==> src/oc_pwm_pkg.sv <==
// package for the two-channel output compare / pwm timer block
// assumes a byte-wide register port with one-cycle read latency
package oc_pwm_pkg;

  // register offsets (byte index on the plain port)
  localparam logic [3:0] ADDR_TSC      = 4'h0;
  localparam logic [3:0] ADDR_CNT_HIGH = 4'h1;
  localparam logic [3:0] ADDR_CNT_LOW  = 4'h2;
  localparam logic [3:0] ADDR_MOD_HIGH = 4'h3;
  localparam logic [3:0] ADDR_MOD_LOW  = 4'h4;
  localparam logic [3:0] ADDR_SC0      = 4'h5;
  localparam logic [3:0] ADDR_CH0_HIGH = 4'h6;
  localparam logic [3:0] ADDR_CH0_LOW  = 4'h7;
  localparam logic [3:0] ADDR_SC1      = 4'h8;
  localparam logic [3:0] ADDR_CH1_HIGH = 4'h9;
  localparam logic [3:0] ADDR_CH1_LOW  = 4'hA;

  // timer status/control field positions
  localparam int TSC_OVF  = 7;
  localparam int TSC_OIE  = 6;
  localparam int TSC_HALT = 5;
  localparam int TSC_RST  = 4;

  // channel status/control field positions
  localparam int SC_FLAG = 7;
  localparam int SC_IE   = 6;
  localparam int SC_MSB  = 5;
  localparam int SC_MSA  = 4;
  localparam int SC_ELB  = 3;
  localparam int SC_ELA  = 2;
  localparam int SC_TOV  = 1;
  localparam int SC_MAX  = 0;

  localparam logic [7:0]  TSC_RESET   = 8'h20;
  localparam logic [15:0] MOD_RESET   = 16'hFFFF;
  localparam logic [15:0] ZERO16      = 16'h0000;
  localparam logic [6:0]  PRESC_ZERO  = 7'h00;
  localparam logic [2:0]  DIV_UNUSED  = 3'h7;

  typedef struct packed {
    logic       flag;
    logic       irq_en;
    logic       msel_high;
    logic       msel_low;
    logic       edge_high;
    logic       edge_low;
    logic       tov;
    logic       max_duty;
  } chan_ctrl_type;

  typedef struct packed {
    logic       out;
    logic       oe;
  } pin_drive_type;

  typedef enum logic [1:0] {
    ACT_CH0 = 2'b01,
    ACT_CH1 = 2'b10
  } active_set_type;

endpackage

==> src/oc_channel.sv <==
// one compare channel: match detect and output latch update
// assumes counter, wrap event and compare value come from the same clock
`timescale 1ns/10ps
module oc_channel
(
  // clock and reset
  input  wire logic                    clock,
  input  wire logic                    reset,
  // timing
  input  wire logic                    tick,
  input  wire logic [15:0]             count,
  input  wire logic                    wrap,
  input  wire logic [15:0]             compare,
  input  wire oc_pwm_pkg::chan_ctrl_type ctrl,
  input  wire logic                    enable,
  // results
  output logic                         match,
  output logic                         level_q
);

  logic level_d;

  // count is the value the counter moves to on this tick, so the action lands
  // as the counter arrives; exact equality only, a passed value waits a period
  assign match = enable && tick && (count == compare);

  always_comb
  begin
    level_d = level_q;
    if (enable && ctrl.max_duty && ctrl.tov)
      level_d = 1'b1;
    else if (enable)
    begin
      // compare action wins over a same-tick overflow toggle
      if (match)
      begin
        case ({ctrl.edge_high, ctrl.edge_low})
          2'b01:   level_d = ~level_q;
          2'b10:   level_d = 1'b0;
          2'b11:   level_d = 1'b1;
          default: level_d = level_q;
        endcase
      end
      else if (wrap && ctrl.tov)
        level_d = ~level_q;
    end
  end

  always_ff @(posedge clock)
  begin
    if (reset)
      level_q <= 1'b0;
    else
      level_q <= level_d;
  end

  a_max_holds_high: assert property (@(posedge clock) disable iff (reset)
    (enable && ctrl.max_duty && ctrl.tov) |=> level_q)
    else $error("max duty did not hold output high");

  a_clear_on_match: assert property (@(posedge clock) disable iff (reset)
    (match && !ctrl.max_duty && ctrl.edge_high && !ctrl.edge_low) |=> !level_q)
    else $error("clear action did not drive low");

endmodule

==> src/oc_pwm_top.sv <==
// output compare and pwm timer: counter, prescaler, two channels, linking
// assumes a byte register port and external pins with separate enables
`timescale 1ns/10ps
module oc_pwm_top
(
  // clock and reset
  input  wire logic                      clock,
  input  wire logic                      reset,
  // register port
  input  wire logic [3:0]                addr,
  input  wire logic [7:0]                wdata,
  input  wire logic                      wr,
  input  wire logic                      rd,
  output logic      [7:0]                rdata,
  // interrupt requests
  output logic                           ovf_irq,
  output logic                           chan0_irq,
  output logic                           chan1_irq,
  // pins
  output oc_pwm_pkg::pin_drive_type      chan0_pin,
  output oc_pwm_pkg::pin_drive_type      chan1_pin
);

  // timer status/control state
  logic        ovf_q, ovf_d, oie_q, oie_d, halt_q, halt_d, rst_q, rst_d;
  logic        ovf_armed_q, ovf_armed_d;
  logic [2:0]  div_q, div_d;
  logic [6:0]  presc_q, presc_d;
  logic [15:0] count_q, count_d, mod_q, mod_d, cmp0_q, cmp0_d, cmp1_q, cmp1_d;
  logic [7:0]  cnt_low_latch_q, cnt_low_latch_d;
  oc_pwm_pkg::chan_ctrl_type sc0_q, sc0_d, sc1_q, sc1_d;
  logic        f0_armed_q, f0_armed_d, f1_armed_q, f1_armed_d;
  oc_pwm_pkg::active_set_type act_q, act_d;
  logic        pend1_q, pend1_d, pend0_q, pend0_d;
  logic [7:0]  rdata_d;
  logic        ovf_irq_d, chan0_irq_d, chan1_irq_d;
  oc_pwm_pkg::pin_drive_type pin0_d, pin1_d;

  logic        tick, wrap, linked, oc0, oc1, m0, m1, lvl0, lvl1;
  logic [15:0] cmp0_use, count_next;
  logic        tick_mask;

  // prescaler tap: code 111 is unused and stalls the counter
  always_comb
  begin
    case (div_q)
      3'h0:    tick_mask = 1'b1;
      3'h1:    tick_mask = presc_q[0:0] == 1'h1;
      3'h2:    tick_mask = presc_q[1:0] == 2'h3;
      3'h3:    tick_mask = presc_q[2:0] == 3'h7;
      3'h4:    tick_mask = presc_q[3:0] == 4'hF;
      3'h5:    tick_mask = presc_q[4:0] == 5'h1F;
      3'h6:    tick_mask = presc_q[5:0] == 6'h3F;
      default: tick_mask = 1'b0;
    endcase
  end

  assign tick   = !halt_q && !rst_q && tick_mask;
  assign wrap   = tick && (count_q == mod_q);
  assign linked = sc0_q.msel_high;
  // linked pair always acts as an output compare, msel_low ignored
  assign oc0    = linked || sc0_q.msel_low || sc0_q.edge_high || sc0_q.edge_low;
  assign oc1    = !linked && (sc1_q.msel_low || sc1_q.edge_high || sc1_q.edge_low);
  assign cmp0_use = (linked && act_q == oc_pwm_pkg::ACT_CH1) ? cmp1_q : cmp0_q;
  // the channels compare against the arriving count so that overflow toggle
  // and compare action line up: a compare of 128 in 256 gives exactly half
  assign count_next = rst_q ? oc_pwm_pkg::ZERO16
                    : (wrap ? oc_pwm_pkg::ZERO16
                    : (tick ? count_q + 16'h0001 : count_q));

  oc_channel u_ch0
  (
    .clock   (clock),
    .reset   (reset),
    .tick    (tick),
    .count   (count_next),
    .wrap    (wrap),
    .compare (cmp0_use),
    .ctrl    (sc0_q),
    .enable  (oc0),
    .match   (m0),
    .level_q (lvl0)
  );

  oc_channel u_ch1
  (
    .clock   (clock),
    .reset   (reset),
    .tick    (tick),
    .count   (count_next),
    .wrap    (wrap),
    .compare (cmp1_q),
    .ctrl    (sc1_q),
    .enable  (oc1),
    .match   (m1),
    .level_q (lvl1)
  );

  always_comb
  begin
    ovf_d = ovf_q; oie_d = oie_q; halt_d = halt_q; rst_d = 1'b0;
    ovf_armed_d = ovf_armed_q; div_d = div_q;
    presc_d = presc_q + 7'h01;
    count_d = count_next;
    mod_d = mod_q; cmp0_d = cmp0_q; cmp1_d = cmp1_q;
    cnt_low_latch_d = cnt_low_latch_q;
    sc0_d = sc0_q; sc1_d = sc1_q;
    f0_armed_d = f0_armed_q; f1_armed_d = f1_armed_q;
    act_d = act_q; pend1_d = pend1_q; pend0_d = pend0_q;
    rdata_d = 8'h00;

    if (rst_q)
      presc_d = oc_pwm_pkg::PRESC_ZERO;

    // software side first, hardware sets below win over clears
    if (rd)
    begin
      case (addr)
        oc_pwm_pkg::ADDR_TSC:
        begin
          rdata_d = {ovf_q, oie_q, halt_q, 1'b0, 1'b0, div_q};
          ovf_armed_d = ovf_q;
        end
        oc_pwm_pkg::ADDR_CNT_HIGH:
        begin
          rdata_d = count_q[15:8];
          cnt_low_latch_d = count_q[7:0];
        end
        oc_pwm_pkg::ADDR_CNT_LOW:  rdata_d = cnt_low_latch_q;
        oc_pwm_pkg::ADDR_MOD_HIGH: rdata_d = mod_q[15:8];
        oc_pwm_pkg::ADDR_MOD_LOW:  rdata_d = mod_q[7:0];
        oc_pwm_pkg::ADDR_SC0:
        begin
          rdata_d = sc0_q;
          f0_armed_d = sc0_q.flag;
        end
        oc_pwm_pkg::ADDR_CH0_HIGH: rdata_d = cmp0_q[15:8];
        oc_pwm_pkg::ADDR_CH0_LOW:  rdata_d = cmp0_q[7:0];
        oc_pwm_pkg::ADDR_SC1:
        begin
          rdata_d = {sc1_q.flag, sc1_q.irq_en, 1'b0, sc1_q.msel_low, sc1_q.edge_high,
                     sc1_q.edge_low, sc1_q.tov, sc1_q.max_duty};
          f1_armed_d = sc1_q.flag;
        end
        oc_pwm_pkg::ADDR_CH1_HIGH: rdata_d = cmp1_q[15:8];
        oc_pwm_pkg::ADDR_CH1_LOW:  rdata_d = cmp1_q[7:0];
        default:                   rdata_d = 8'h00;
      endcase
    end

    if (wr)
    begin
      case (addr)
        oc_pwm_pkg::ADDR_TSC:
        begin
          if (ovf_armed_q && !wdata[oc_pwm_pkg::TSC_OVF])
            ovf_d = 1'b0;
          ovf_armed_d = 1'b0;
          oie_d  = wdata[oc_pwm_pkg::TSC_OIE];
          halt_d = wdata[oc_pwm_pkg::TSC_HALT];
          rst_d  = wdata[oc_pwm_pkg::TSC_RST];
          div_d  = wdata[2:0];
        end
        oc_pwm_pkg::ADDR_MOD_HIGH: mod_d[15:8] = wdata;
        oc_pwm_pkg::ADDR_MOD_LOW:  mod_d[7:0]  = wdata;
        oc_pwm_pkg::ADDR_SC0:
        begin
          if (f0_armed_q && !wdata[oc_pwm_pkg::SC_FLAG])
            sc0_d.flag = 1'b0;
          f0_armed_d = 1'b0;
          sc0_d[6:0] = wdata[6:0];
        end
        oc_pwm_pkg::ADDR_CH0_HIGH:
        begin
          cmp0_d[15:8] = wdata;
          pend0_d = 1'b1;
        end
        oc_pwm_pkg::ADDR_CH0_LOW:
        begin
          cmp0_d[7:0] = wdata;
          pend0_d = 1'b1;
        end
        oc_pwm_pkg::ADDR_SC1:
        begin
          if (f1_armed_q && !wdata[oc_pwm_pkg::SC_FLAG])
            sc1_d.flag = 1'b0;
          f1_armed_d = 1'b0;
          sc1_d[6:0] = {wdata[6], 1'b0, wdata[4:0]};
        end
        oc_pwm_pkg::ADDR_CH1_HIGH:
        begin
          cmp1_d[15:8] = wdata;
          pend1_d = 1'b1;
        end
        oc_pwm_pkg::ADDR_CH1_LOW:
        begin
          cmp1_d[7:0] = wdata;
          pend1_d = 1'b1;
        end
        default: ;
      endcase
    end

    // a pending written pair takes over at overflow; if both pairs were written, the one not active takes over
    if (!linked)
    begin
      act_d = oc_pwm_pkg::ACT_CH0;
      pend0_d = 1'b0;
      pend1_d = 1'b0;
    end
    else if (wrap)
    begin
      if (pend1_d && !(pend0_d && act_q == oc_pwm_pkg::ACT_CH1))
        act_d = oc_pwm_pkg::ACT_CH1;
      else if (pend0_d)
        act_d = oc_pwm_pkg::ACT_CH0;
      pend0_d = 1'b0;
      pend1_d = 1'b0;
    end

    if (wrap)
      ovf_d = 1'b1;
    if (m0)
      sc0_d.flag = 1'b1;
    if (m1)
      sc1_d.flag = 1'b1;

    ovf_irq_d   = ovf_d && oie_d;
    chan0_irq_d = sc0_d.flag && sc0_d.irq_en;
    chan1_irq_d = !linked && sc1_d.flag && sc1_d.irq_en;

    pin0_d.oe  = oc0;
    pin0_d.out = lvl0;
    pin1_d.oe  = oc1;
    pin1_d.out = lvl1;
  end

  always_ff @(posedge clock)
  begin
    if (reset)
    begin
      ovf_q <= 1'b0; oie_q <= 1'b0; halt_q <= oc_pwm_pkg::TSC_RESET[oc_pwm_pkg::TSC_HALT];
      rst_q <= 1'b0; ovf_armed_q <= 1'b0; div_q <= 3'h0;
      presc_q <= oc_pwm_pkg::PRESC_ZERO; count_q <= oc_pwm_pkg::ZERO16;
      mod_q <= oc_pwm_pkg::MOD_RESET; cmp0_q <= oc_pwm_pkg::ZERO16;
      cmp1_q <= oc_pwm_pkg::ZERO16; cnt_low_latch_q <= 8'h00;
      sc0_q <= '0; sc1_q <= '0; f0_armed_q <= 1'b0; f1_armed_q <= 1'b0;
      act_q <= oc_pwm_pkg::ACT_CH0; pend0_q <= 1'b0; pend1_q <= 1'b0;
      rdata <= 8'h00; ovf_irq <= 1'b0; chan0_irq <= 1'b0; chan1_irq <= 1'b0;
      chan0_pin <= '0; chan1_pin <= '0;
    end
    else
    begin
      ovf_q <= ovf_d; oie_q <= oie_d; halt_q <= halt_d;
      rst_q <= rst_d; ovf_armed_q <= ovf_armed_d; div_q <= div_d;
      presc_q <= presc_d; count_q <= count_d;
      mod_q <= mod_d; cmp0_q <= cmp0_d; cmp1_q <= cmp1_d;
      cnt_low_latch_q <= cnt_low_latch_d;
      sc0_q <= sc0_d; sc1_q <= sc1_d; f0_armed_q <= f0_armed_d; f1_armed_q <= f1_armed_d;
      act_q <= act_d; pend0_q <= pend0_d; pend1_q <= pend1_d;
      rdata <= rdata_d; ovf_irq <= ovf_irq_d; chan0_irq <= chan0_irq_d;
      chan1_irq <= chan1_irq_d; chan0_pin <= pin0_d; chan1_pin <= pin1_d;
    end
  end

  a_wrap_to_zero: assert property (@(posedge clock) disable iff (reset)
    wrap |=> (count_q == 16'h0000))
    else $error("counter did not wrap to zero");

  a_ovf_flag_set: assert property (@(posedge clock) disable iff (reset)
    wrap |=> ovf_q)
    else $error("overflow flag missing after wrap");

  a_chan_flag_set: assert property (@(posedge clock) disable iff (reset)
    m0 |=> sc0_q.flag)
    else $error("channel flag missing after match");

  a_chan_irq_gate: assert property (@(posedge clock) disable iff (reset)
    (m0 && sc0_q.irq_en && !(wr && addr == oc_pwm_pkg::ADDR_SC0)) |=> chan0_irq)
    else $error("channel irq not raised");

  a_reset_bit_zero: assert property (@(posedge clock) disable iff (reset)
    (wr && addr == oc_pwm_pkg::ADDR_TSC && wdata[oc_pwm_pkg::TSC_RST]) |=> ##1
      (count_q == 16'h0000 && !rst_q))
    else $error("reset bit did not clear counter");

  a_exact_match: assert property (@(posedge clock) disable iff (reset)
    m0 |=> (count_q == $past(cmp0_use)))
    else $error("match without equality");

  a_link_releases: assert property (@(posedge clock) disable iff (reset)
    linked |=> !chan1_pin.oe)
    else $error("channel one pin still driven when linked");

  a_unbuf_write: assert property (@(posedge clock) disable iff (reset)
    (wr && addr == oc_pwm_pkg::ADDR_CH0_LOW) |=> (cmp0_q[7:0] == $past(wdata)))
    else $error("compare write not immediate");

  a_undivided_tick: assert property (@(posedge clock) disable iff (reset)
    (div_q == 3'h0 && !halt_q && !rst_q) |-> tick)
    else $error("undivided prescaler skipped a count");

endmodule

==> config.mk <==
export PLATFORM = sky130hd
export DESIGN_NAME = oc_pwm_top
export DESIGN_NICKNAME = d
export VERILOG_FILES = /design/src/oc_pwm_pkg.sv /design/src/oc_channel.sv /design/src/oc_pwm_top.sv
export SDC_FILE = /design/constraint.sdc
export NUM_CORES = 1
export LEC_CHECK = 0
export ABC_AREA = 1
export ABC_CLOCK_PERIOD_IN_PS = 3600
export BUFFER_PORTS_ARGS = -buffer_cell sky130_fd_sc_hd__buf_2
export CORE_MARGIN = 2
export CORE_UTILIZATION = 55
export DETAILED_ROUTE_END_ITERATION = 10
export PLACE_DENSITY = 0.8
export SLEW_MARGIN = 20
export SYNTH_ARGS = -nofsm -noshare
export SYNTH_HDL_FRONTEND = slang
export SYNTH_SLANG_ARGS = --single-unit
==> constraint.sdc <==
create_clock -name clock -period 3.6 [get_ports clock]
set_clock_uncertainty 0.2 [all_clocks]
set_input_delay 0.72 -clock clock [delete_from_list [all_inputs] [get_ports clock]]
set_output_delay 0.72 -clock clock [all_outputs]
set_load 0.02 [all_outputs]
# [Yosys cells after proc, flatten, opt, wreduce, memory -nomap -nowiden]
# Index checks and enable logic that the tools add are counted.
[word_totals] wordCells=195 out_inout_bits=15 latch_bits=0 reg_bits=125 mem_bits_ro=0 n_memories=0 ramBits=0 in_bits=16
[classes] magnitude_cmp=0 muxes=48 n_shift=0 n_mul=0 n_reduce_logical=61 n_eq_ne=33 n_div=0 n_addsub=2 bitwise=6
[ops] op="case mux 8 bit (11 select lines)" count=1
[ops] op="two-way mux 16 bit" count=4
[ops] op="equality test 16 bit" count=3
[ops] op="two-way mux 1 bit" count=34
[ops] op="two-way mux 8 bit" count=4
[ops] op="logical AND 1 bit" count=24
[ops] op="AND reduction 2 bit" count=11
[ops] op="adder 16 x 1 -> 16 bit, second input constant" count=1
[ops] op="equality test 4 x 3 -> 1 bit, second input constant" count=4
[ops] op="equality test 4 bit, second input constant" count=4
[ops] op="equality test 2 bit, second input constant" count=6
[ops] op="equality test 3 bit, second input constant" count=4
[ops] op="!= test 5 x 1 -> 1 bit, second input constant" count=2
[ops] op="OR reduction 2 bit" count=5
[ops] op="equality test 4 x 2 -> 1 bit, second input constant" count=2
[ops] op="adder 7 x 1 -> 7 bit, second input constant" count=1
[ops] op="case mux 1 bit (7 select lines)" count=1
[ops] op="equality test 3 x 2 -> 1 bit, second input constant" count=2
[ops] op="equality test 6 bit, second input constant" count=1
[ops] op="inverter 1 bit" count=6
[ops] op="case mux 1 bit (3 select lines)" count=2
[ops] op="AND reduction 3 bit" count=2
[ops] op="nonzero test 2 bit" count=3
[ops] op="nonzero test 3 bit" count=2
[ops] op="10 further kinds" count=21

# [Logic depth before layout (Yosys ltp)]
# Gate-level depths: netlist of run 1.
[logic_depth] ltp_word=11 depth_mapped=25 ltp_nobuf=25

# [Cells and area by module]
# Synthesis of run 1 repeated with hierarchy kept, for this count alone.
[hier_totals] cells_unflattened=1177 area_unflattened_um2=7398.3
[by_module_without_submodules] mod="oc_pwm_top" seq_area_each_um2=2442.3 instances=1 cells_each=905 area_each_um2=6097.1
[by_module_without_submodules] mod="oc_channel" seq_area_each_um2=20.0 instances=2 cells_each=136 area_each_um2=650.6

# [Worst setup path after synthesis of run 1]
# Ideal clock, no wire load.
[synth_timing] path_kind="register -> register" startpoint="register presc_q[0]" endpoint="register u_ch0.level_q" slack_ps=817 stages_incl_launch_ff=23 synth_period_minus_slack_ps=2783 setup_ps=114 t_arrival_ps=2469 n_path_buf=1 t_required_ps=3286 cell_sequence="dfxtp_1 -> ha_1 -> nand2_2 -> nor2_4 -> ha_1 -> nand3_1 -> nand2_1 -> clkinv_2 -> nand2_4 -> nand3_4 -> nor2_4 -> nor2_4 -> buf_6 -> nand3b_1 -> nand2_1 -> nor2_1 -> nand3_1 -> nor2_2 -> nand3_1 -> nand3_2 -> inv_1 -> nor2_1 -> nor2_1"
[synth_between] elab_chain_len=11 elab_cells_between_ends=21 cone_classes="eq/ne (7); mux (7); reduce/logical (7)"
[synth_rtl] item="start: declaration" line_no="oc_pwm_top.sv:28" rtl="logic [6:0] presc_q, presc_d;"
[synth_rtl] item="start signal: assignment" line_no="oc_pwm_top.sv:244" rtl="presc_q <= oc_pwm_pkg::PRESC_ZERO; count_q <= oc_pwm_pkg::ZERO16;"
[synth_rtl] item="start signal: assignment" line_no="oc_pwm_top.sv:256" rtl="presc_q <= presc_d; count_q <= count_d;"
[synth_rtl] item="equality test 6 bit, or another cell as far along" line_no="oc_pwm_top.sv:53" rtl="3'h6: tick_mask = presc_q[5:0] == 6'h3F;"
[synth_rtl] item="case mux 1 bit (7 select lines) (*)" line_no="oc_pwm_top.sv:46" rtl="case (div_q)"
[synth_rtl] item="logical AND 1 bit (*)" line_no="oc_pwm_top.sv:58" rtl="assign tick = !halt_q && !rst_q && tick_mask;"
[synth_rtl] item="two-way mux 16 bit / logical AND 1 bit (equally long branches)" line_no="oc_pwm_top.sv:69, oc_pwm_top.sv:59"
[synth_rtl] item="two-way mux 16 bit" line_no="oc_pwm_top.sv:68" rtl=": (wrap ? oc_pwm_pkg::ZERO16"
[synth_rtl] item="two-way mux 16 bit" line_no="oc_pwm_top.sv:67" rtl="assign count_next = rst_q ? oc_pwm_pkg::ZERO16"
[synth_rtl] item="equality test 16 bit" line_no="oc_channel.sv:25" rtl="assign match = enable && tick && (count == compare);"
[synth_rtl] item="logical AND 1 bit" line_no="oc_channel.sv:25"
[synth_rtl] item="two-way mux 1 bit" line_no="oc_channel.sv:35" rtl="if (match)"
[synth_rtl] item="two-way mux 1 bit" line_no="oc_channel.sv:32" rtl="else if (enable)"
[synth_rtl] item="two-way mux 1 bit" line_no="oc_channel.sv:30" rtl="if (enable && ctrl.max_duty && ctrl.tov)"
[synth_rtl] item="end signal: assignment" line_no="oc_channel.sv:54" rtl="level_q <= level_d;"
[synth_rtl] item="end: declaration" line_no="oc_channel.sv:18" rtl="output logic level_q"
# Every way passes the cells marked *; elsewhere a longest branch is shown, timed or not. The select of a mux whose other input is x is not followed.
# A chain may end at the register's enable or synchronous reset.

# [Worst setup path in the final report of run 1]
# Same ends and word-level chain as after synthesis.

==> flow_summary.ini, run 1 <==
[run_status]
outcome = finished clean

[yosys]
synth_cells = 1097
ys_ff_latch = 124
synth_top_cell_by_area = dfxtp_1
synth.area.top_cells = dfxtp_1 35%, nand2_1 15%, inv_1 8.3%
ys_seq_area_share_pct = 35.3
synth.distinct_cells = 42
yosys.area.top_type_share_pct = 35.3
yosys_most_used_dff = dfxtp_1
async_flop_share_pct = 0
syn-num-nets = 1119
syn_avg_cell_area_sq_um = 6.41
yosysWarnings = 0
syn-cell-area_sq_mm = 0.00703
synth_edf_count = 0

[placement]
place.gp.congestion = 1.06
dp.final_hpwl_mm = 18.1
io_buffers = 30

[cts]
cts.clk_slew.worst_paths_ns = 0.06
cts_buffers = 17
cts_tree = done
cts_htree_levels = 4
cts-root-buf = clkbuf_16
clk_latency_ns = 0.43
cts_buffer_depth = 2
cts_num_sinks = 124

[cells_and_area]
nets = 1152
ff_latch_area_sq_mm = 0.00248
layout-drive-gt1-share_pct = 9.89
fin_util_pct = 63.5
fillCellCount = 1140
final_common_cell = nand2_1
n_antenna_cell = 0
final_cell_mix = 288 x nand2_1, 156 x inv_1, 134 x nor2_1
areaGrowthSynthToFinish_pct = 13.5
multi_input_area_sq_mm = 0.00376

[job]
maxCapViolations = 0

[floorplanning]
dieWidth_microns = 117
io_pins = 31
initial_core_util_pct = 56.0
core_area_sq_mm = 0.0126
dieHeight_microns = 117
die-area_sq_mm = 0.0137
rows = 41

[detailed_routing]
wl_mm = 24.8
drc_errors = 0
ant_nets = 0
vias = 7719
viasPerCell = 5.87
dr.pass1.iters = 9
first_iter_violations = 1217
wl_per_cell_microns = 18.9

[critical_path]
r2r_start = presc_q[0]
critPathArrivalTime_ns = 3.44
slowest_delay_ns = 0.39
rrSetupSlack_ns = 0.29
cp_data_required_time_ns = 3.73
crit_start = presc_q[0]
crit_chain = ha_1, nand2_2, nor2_4, ha_1, nand3_1, nand2_1, clkinv_2, nand2_4, nand3_4, nor2_4, nor2_4, buf_4, nand3b_1, nand2_1, nor2_1, nand3b_1, nor2_4, nand2_1, nand2_1, nand3_2, a21oi_1, nor2_1
crit_fanout = 17
r2r-end = u_ch0.level_q
cp-start-kind = flip-flop
worst-setup-path-type = flip-flop to flip-flop
cp_top_family = simple AND/OR/NAND/NOR gates
cp_slowest_cell = dfxtp_1
end_kind = flip-flop
worstRegToRegCells = 22
cp.buffers_inverters = 2

[timing]
setup_viol = 0
hold_violations = 0
period_needed_ns = 3.31
rsz0062_at_grt = false
period_share_pct = 92.0
max_slew_margin_pct = 45.7
worstMarginPinSlew_ns = 0.809
maxSlewViolCount = 0
fmax_ghz = 0.302
finalSetupTns_ns = 0

[grt]
antenna_found_initial = 0
grt_max_degree = 44
gr-total-overflow = 0
grt_use_total_pct = 38.2
grt_pass1_wl_mm = 38.8
grt_pass1_vias = 7141

[power_and_ir_drop]
p_leak_uw = 0.00372
vdd_drop_max_uv = 434
power_density_mw_per_mm2 = 440

[min_path]
hold_depth = 2
hold_end = chan1_pin[1]
min-delay-start = u_ch1.level_q
hold_class = flip-flop to flip-flop
-- power breakdown --
part	internal, uW	switching, uW	total [uW]	leakage, uW
registers	1400	22.3	1420	0.00100
logic	74.6	189	264	0.00242
clock network	1120	709	1830	0.000295
total	2590	921	3510	0.00372
-- worst max-delay path by stage --
stage / cells after the start / endpoint / slack, ns
after floorplan: 22 / u_ch0.level_q / 0.82
after global placement: 22 / u_ch0.level_q / 0.39
after detailed placement: 22 / u_ch0.level_q / 0.34
after CTS: 22 / u_ch0.level_q / 0.29
after global routing: 24 / u_ch1.level_q / 0.004
final: 22 / u_ch0.level_q / 0.29
-- layout make-up --
class	count	area share, %
Clock buffer	18	5.50
Clock inverter	14	2.29
Inverter	165	7.77
Multi-Input combinational cell	775	47.2
Sequential cell	124	31.1
Tap cell	172	2.70
Timing Repair Buffer	47	3.48
-- metal layers --
layer / wire (microns) / up-vias / GRT usage [%]
met2: 10400 / 551 / 55.4
met1: 9790 / 3413 / 51.4
li1: - / 3624 / -
met3: 3170 / 131 / 10.6
met4: 1390 / 0 / 20.8
met5: 0 / - / 0
-- registers in the layout, indices dropped and copies added (netlist names), 2 cells and up --
register and count:
chan0_pin 2, cmp0_q 16, presc_q 6, sc0_q 7
cnt_low_latch_q 8, rdata 8, chan1_pin 2, sc1_q 7
count_q 16, div_q 3, mod_q 16, cmp1_q 16
act_q 2
-- per-stage QoR --
stage / cell area [sq um] / cells / setup WS, ns / power [uW] / hold slack, ns
2_1_floorplan: 7030 / 1097 / 0.817 / 1610 / 0.222
3_3_place_gp: 7330 / 1281 / 0.391 / 1690 / 0.237
3_5_place_dp: 7330 / 1281 / 0.339 / 1700 / 0.243
4_1_cts: 7960 / 1313 / 0.290 / 3500 / 0.255
5_1_grt: 7980 / 1315 / 0.00428 / 3610 / 0.282
6_report: 7980 / 1315 / 0.287 / 3510 / 0.252
-- Yosys cell counts, types with 4 or more instances --
| master | instances |
|---|---|
| nand3b_1 | 6 |
| nand3_2 | 7 |
| a21oi_1 | 70 |
| dfxtp_1 | 124 |
| inv_1 | 156 |
| xor2_1 | 9 |
| nand4_1 | 20 |
| ha_1 | 6 |
| nor3_1 | 12 |
| nand3_1 | 57 |
| o22ai_1 | 20 |
| a221oi_1 | 17 |
| buf_6 | 5 |
| o21ai_0 | 79 |
| clkinv_1 | 6 |
| nor2_1 | 134 |
| o211ai_1 | 10 |
| clkbuf_1 | 20 |
| nor2_2 | 5 |
| nor2_4 | 5 |
| nand2_1 | 289 |
| nand2_4 | 4 |
-- tightest hold or removal path, delay by kind of cell (launching register included) --
kind	cells	cell delay (ns)
flops	1	0.30
simple gates	1	0.04
buf+inv	1	0.07
-- repair_timing --
item,4_1_cts,5_1_grt
setup buffers,0,2
endpoints found under the setup margin,0,2
hold buffers,0,0
resized for setup,0,3
-- cells by family (layout without fill, tap and decap cells) --
kind of cell             after synthesis  count (layout)  share of synthesized area (%)
XOR/XNOR                              10              10                           1.25
buffers and inverters                198             244                           11.4
flip-flops                           124             124                           35.3
adder cells (fa/ha/maj)                6               6                           1.07
AO/OA/AOI/OAI                        207             207                           16.7
AND/OR/NAND/NOR                      552             552                           34.4
Power figures use the tool's default switching activity.
==> run 2, diff against run 1 <==
- CTS_BUF_LIST: default -> sky130_fd_sc_hd__clkbuf_2 sky130_fd_sc_hd__clkbuf_4 sky130_fd_sc_hd__clkbuf_8
==> flow_summary.ini, run 2 (synthesis gave the netlist of run 1 again) <==
[power_and_ir_drop]
power_density_mw_per_mm2 = 390
sequentialPowerShare_pct = 46.7
pwr-share-clk_pct = 44.7
p_sw_uw = 850
p_int_uw = 2190
p_leak_uw = 0.00363
comb_power_share_pct = 8.6
p_sw_share_pct = 28.0
vdd_drop_max_uv = 381

[floorplanning]
dieWidth_microns = 117
io_pins = 31
core_area_sq_mm = 0.0126
die-area_sq_mm = 0.0137
dieHeight_microns = 117
rows = 41
initial_core_util_pct = 56.0

[placement]
dp.cells = 1281
io_buffers = 30
place_ws_ns = 0.339
dp.final_hpwl_mm = 18.1
place.gp.congestion = 1.06

[detailed_routing]
drc_errors = 0
viasPerCell = 5.83
wl_per_cell_microns = 18.6
vias = 7666
wl_mm = 24.4
first_iter_violations = 1163
dr.pass1.iters = 7
ant_nets = 0

[timing]
max_slew_margin_pct = 47.3
finalSetupTns_ns = 0
rsz0062_at_grt = false
maxSlewViolCount = 0
worstMarginPinSlew_ns = 0.786
fmax_ghz = 0.306
setup_viol = 0
period_share_pct = 90.7
hold_violations = 0
layout_setup_ws_ns = 0.335
period_needed_ns = 3.27

[cts]
cts_num_sinks = 124
cts_htree_levels = 4
cts_tree = done
cts_buffers = 17
cts.clk_slew.worst_paths_ns = 0.08
cts-root-buf = clkbuf_8
clk_latency_ns = 0.46
cts_buffer_depth = 2

[run_status]
outcome = finished clean

[critical_path]
cp_slowest_cell = dfxtp_2
crit_fanout = 17
worst-setup-path-type = flip-flop to flip-flop
rrSetupSlack_ns = 0.33
cp-start-kind = flip-flop
end_kind = flip-flop
cp_top_family = simple AND/OR/NAND/NOR gates
crit_chain = ha_2, nand2_2, nor2_4, ha_1, nand3_1, nand2_1, clkinv_2, nand2_4, nand3_4, nor2_4, nor2_4, buf_4, nand3_1, nand2_1, nor2_1, nand3_1, nor2_4, nand3_2, nand3_1, nand2_1, nor2_1, nor2_1
critPathArrivalTime_ns = 3.43
slowest_delay_ns = 0.37
cp_data_required_time_ns = 3.76
cp.buffers_inverters = 2

[cells_and_area]
fin_cells = 1314
areaGrowthSynthToFinish_pct = 10.6
final_cell_mix = 288 x nand2_1, 156 x inv_1, 134 x nor2_1
layout-drive-gt1-share_pct = 9.98
multi_input_area_sq_mm = 0.00376
n_antenna_cell = 0
nets = 1151
ff_latch_area_sq_mm = 0.00248
final_common_cell = nand2_1
fillCellCount = 1169

[grt]
grt_pass1_wl_mm = 38.4
gr-total-overflow = 0
grt_pass1_vias = 7059
antenna_found_initial = 0
grt_max_degree = 44
grt_use_total_pct = 37.7

[job]
maxCapViolations = 0

[min_path]
hold_class = flip-flop to flip-flop
run 2: worst reg2reg max path: cells and delay by family, from the launching register on:
kind          cells  cell delay (ns)
fa+ha+maj         2             0.35
buf+inv           2             0.26
simple gates     18             2.00
flops             1             0.37
run 2: per-layer routing:
metal  routed length (microns)  up-vias  track usage (%)
li1                          -     3617                -
met2                     10100      569             54.5
met1                      9540     3361             51.5
met5                         0        -                0
met3                      3390      119             9.73
met4                      1420        0             20.0
run 2: through the flow:
stage	cell area [sq um]	utilization (%)	power, uW	hold slack [ns]
after floorplan	7030	-	1610	0.222
after global placement	7330	58.3	1690	0.237
after detailed placement	7330	58.3	1700	0.243
after CTS	7760	61.8	3020	0.255
after global routing	7780	61.9	3130	0.283
final	7780	61.9	3040	0.253
run 2: area by class of cell:
cell class / count / area share, %
clock buffer: 18 / 3.18
clock inverter: 14 / 2.35
inverter: 165 / 7.97
multi-input combinational: 775 / 48.3
sequential: 124 / 31.9
tap: 172 / 2.77
timing repair buffer: 46 / 3.47
run 2: what timing repair did:
action | in CTS | in global routing
gates resized for setup | 0 | 4
setup buffers | 0 | 1
setup endpoints to repair | 0 | 2
hold buffers | 0 | 0
hold endpoints to repair | 0 | 0
run 2: final timing paths:
check,to,from,cells after the start
setup / recovery,u_ch1.level_q,presc_q[0],22
hold / removal,chan1_pin[1],u_ch1.level_q,2
setup reg to reg,u_ch1.level_q,presc_q[0],22
hold reg to reg,chan1_pin[1],u_ch1.level_q,2
run 2: power groups by stage:
stage | Sequential, uW | Combinational, uW | Clock, uW
after floorplan | 1440 | 161 | 0
after global placement | 1450 | 247 | 0
after detailed placement | 1450 | 249 | 0
after CTS | 1420 | 251 | 1360
after global routing | 1420 | 285 | 1420
final | 1420 | 262 | 1360
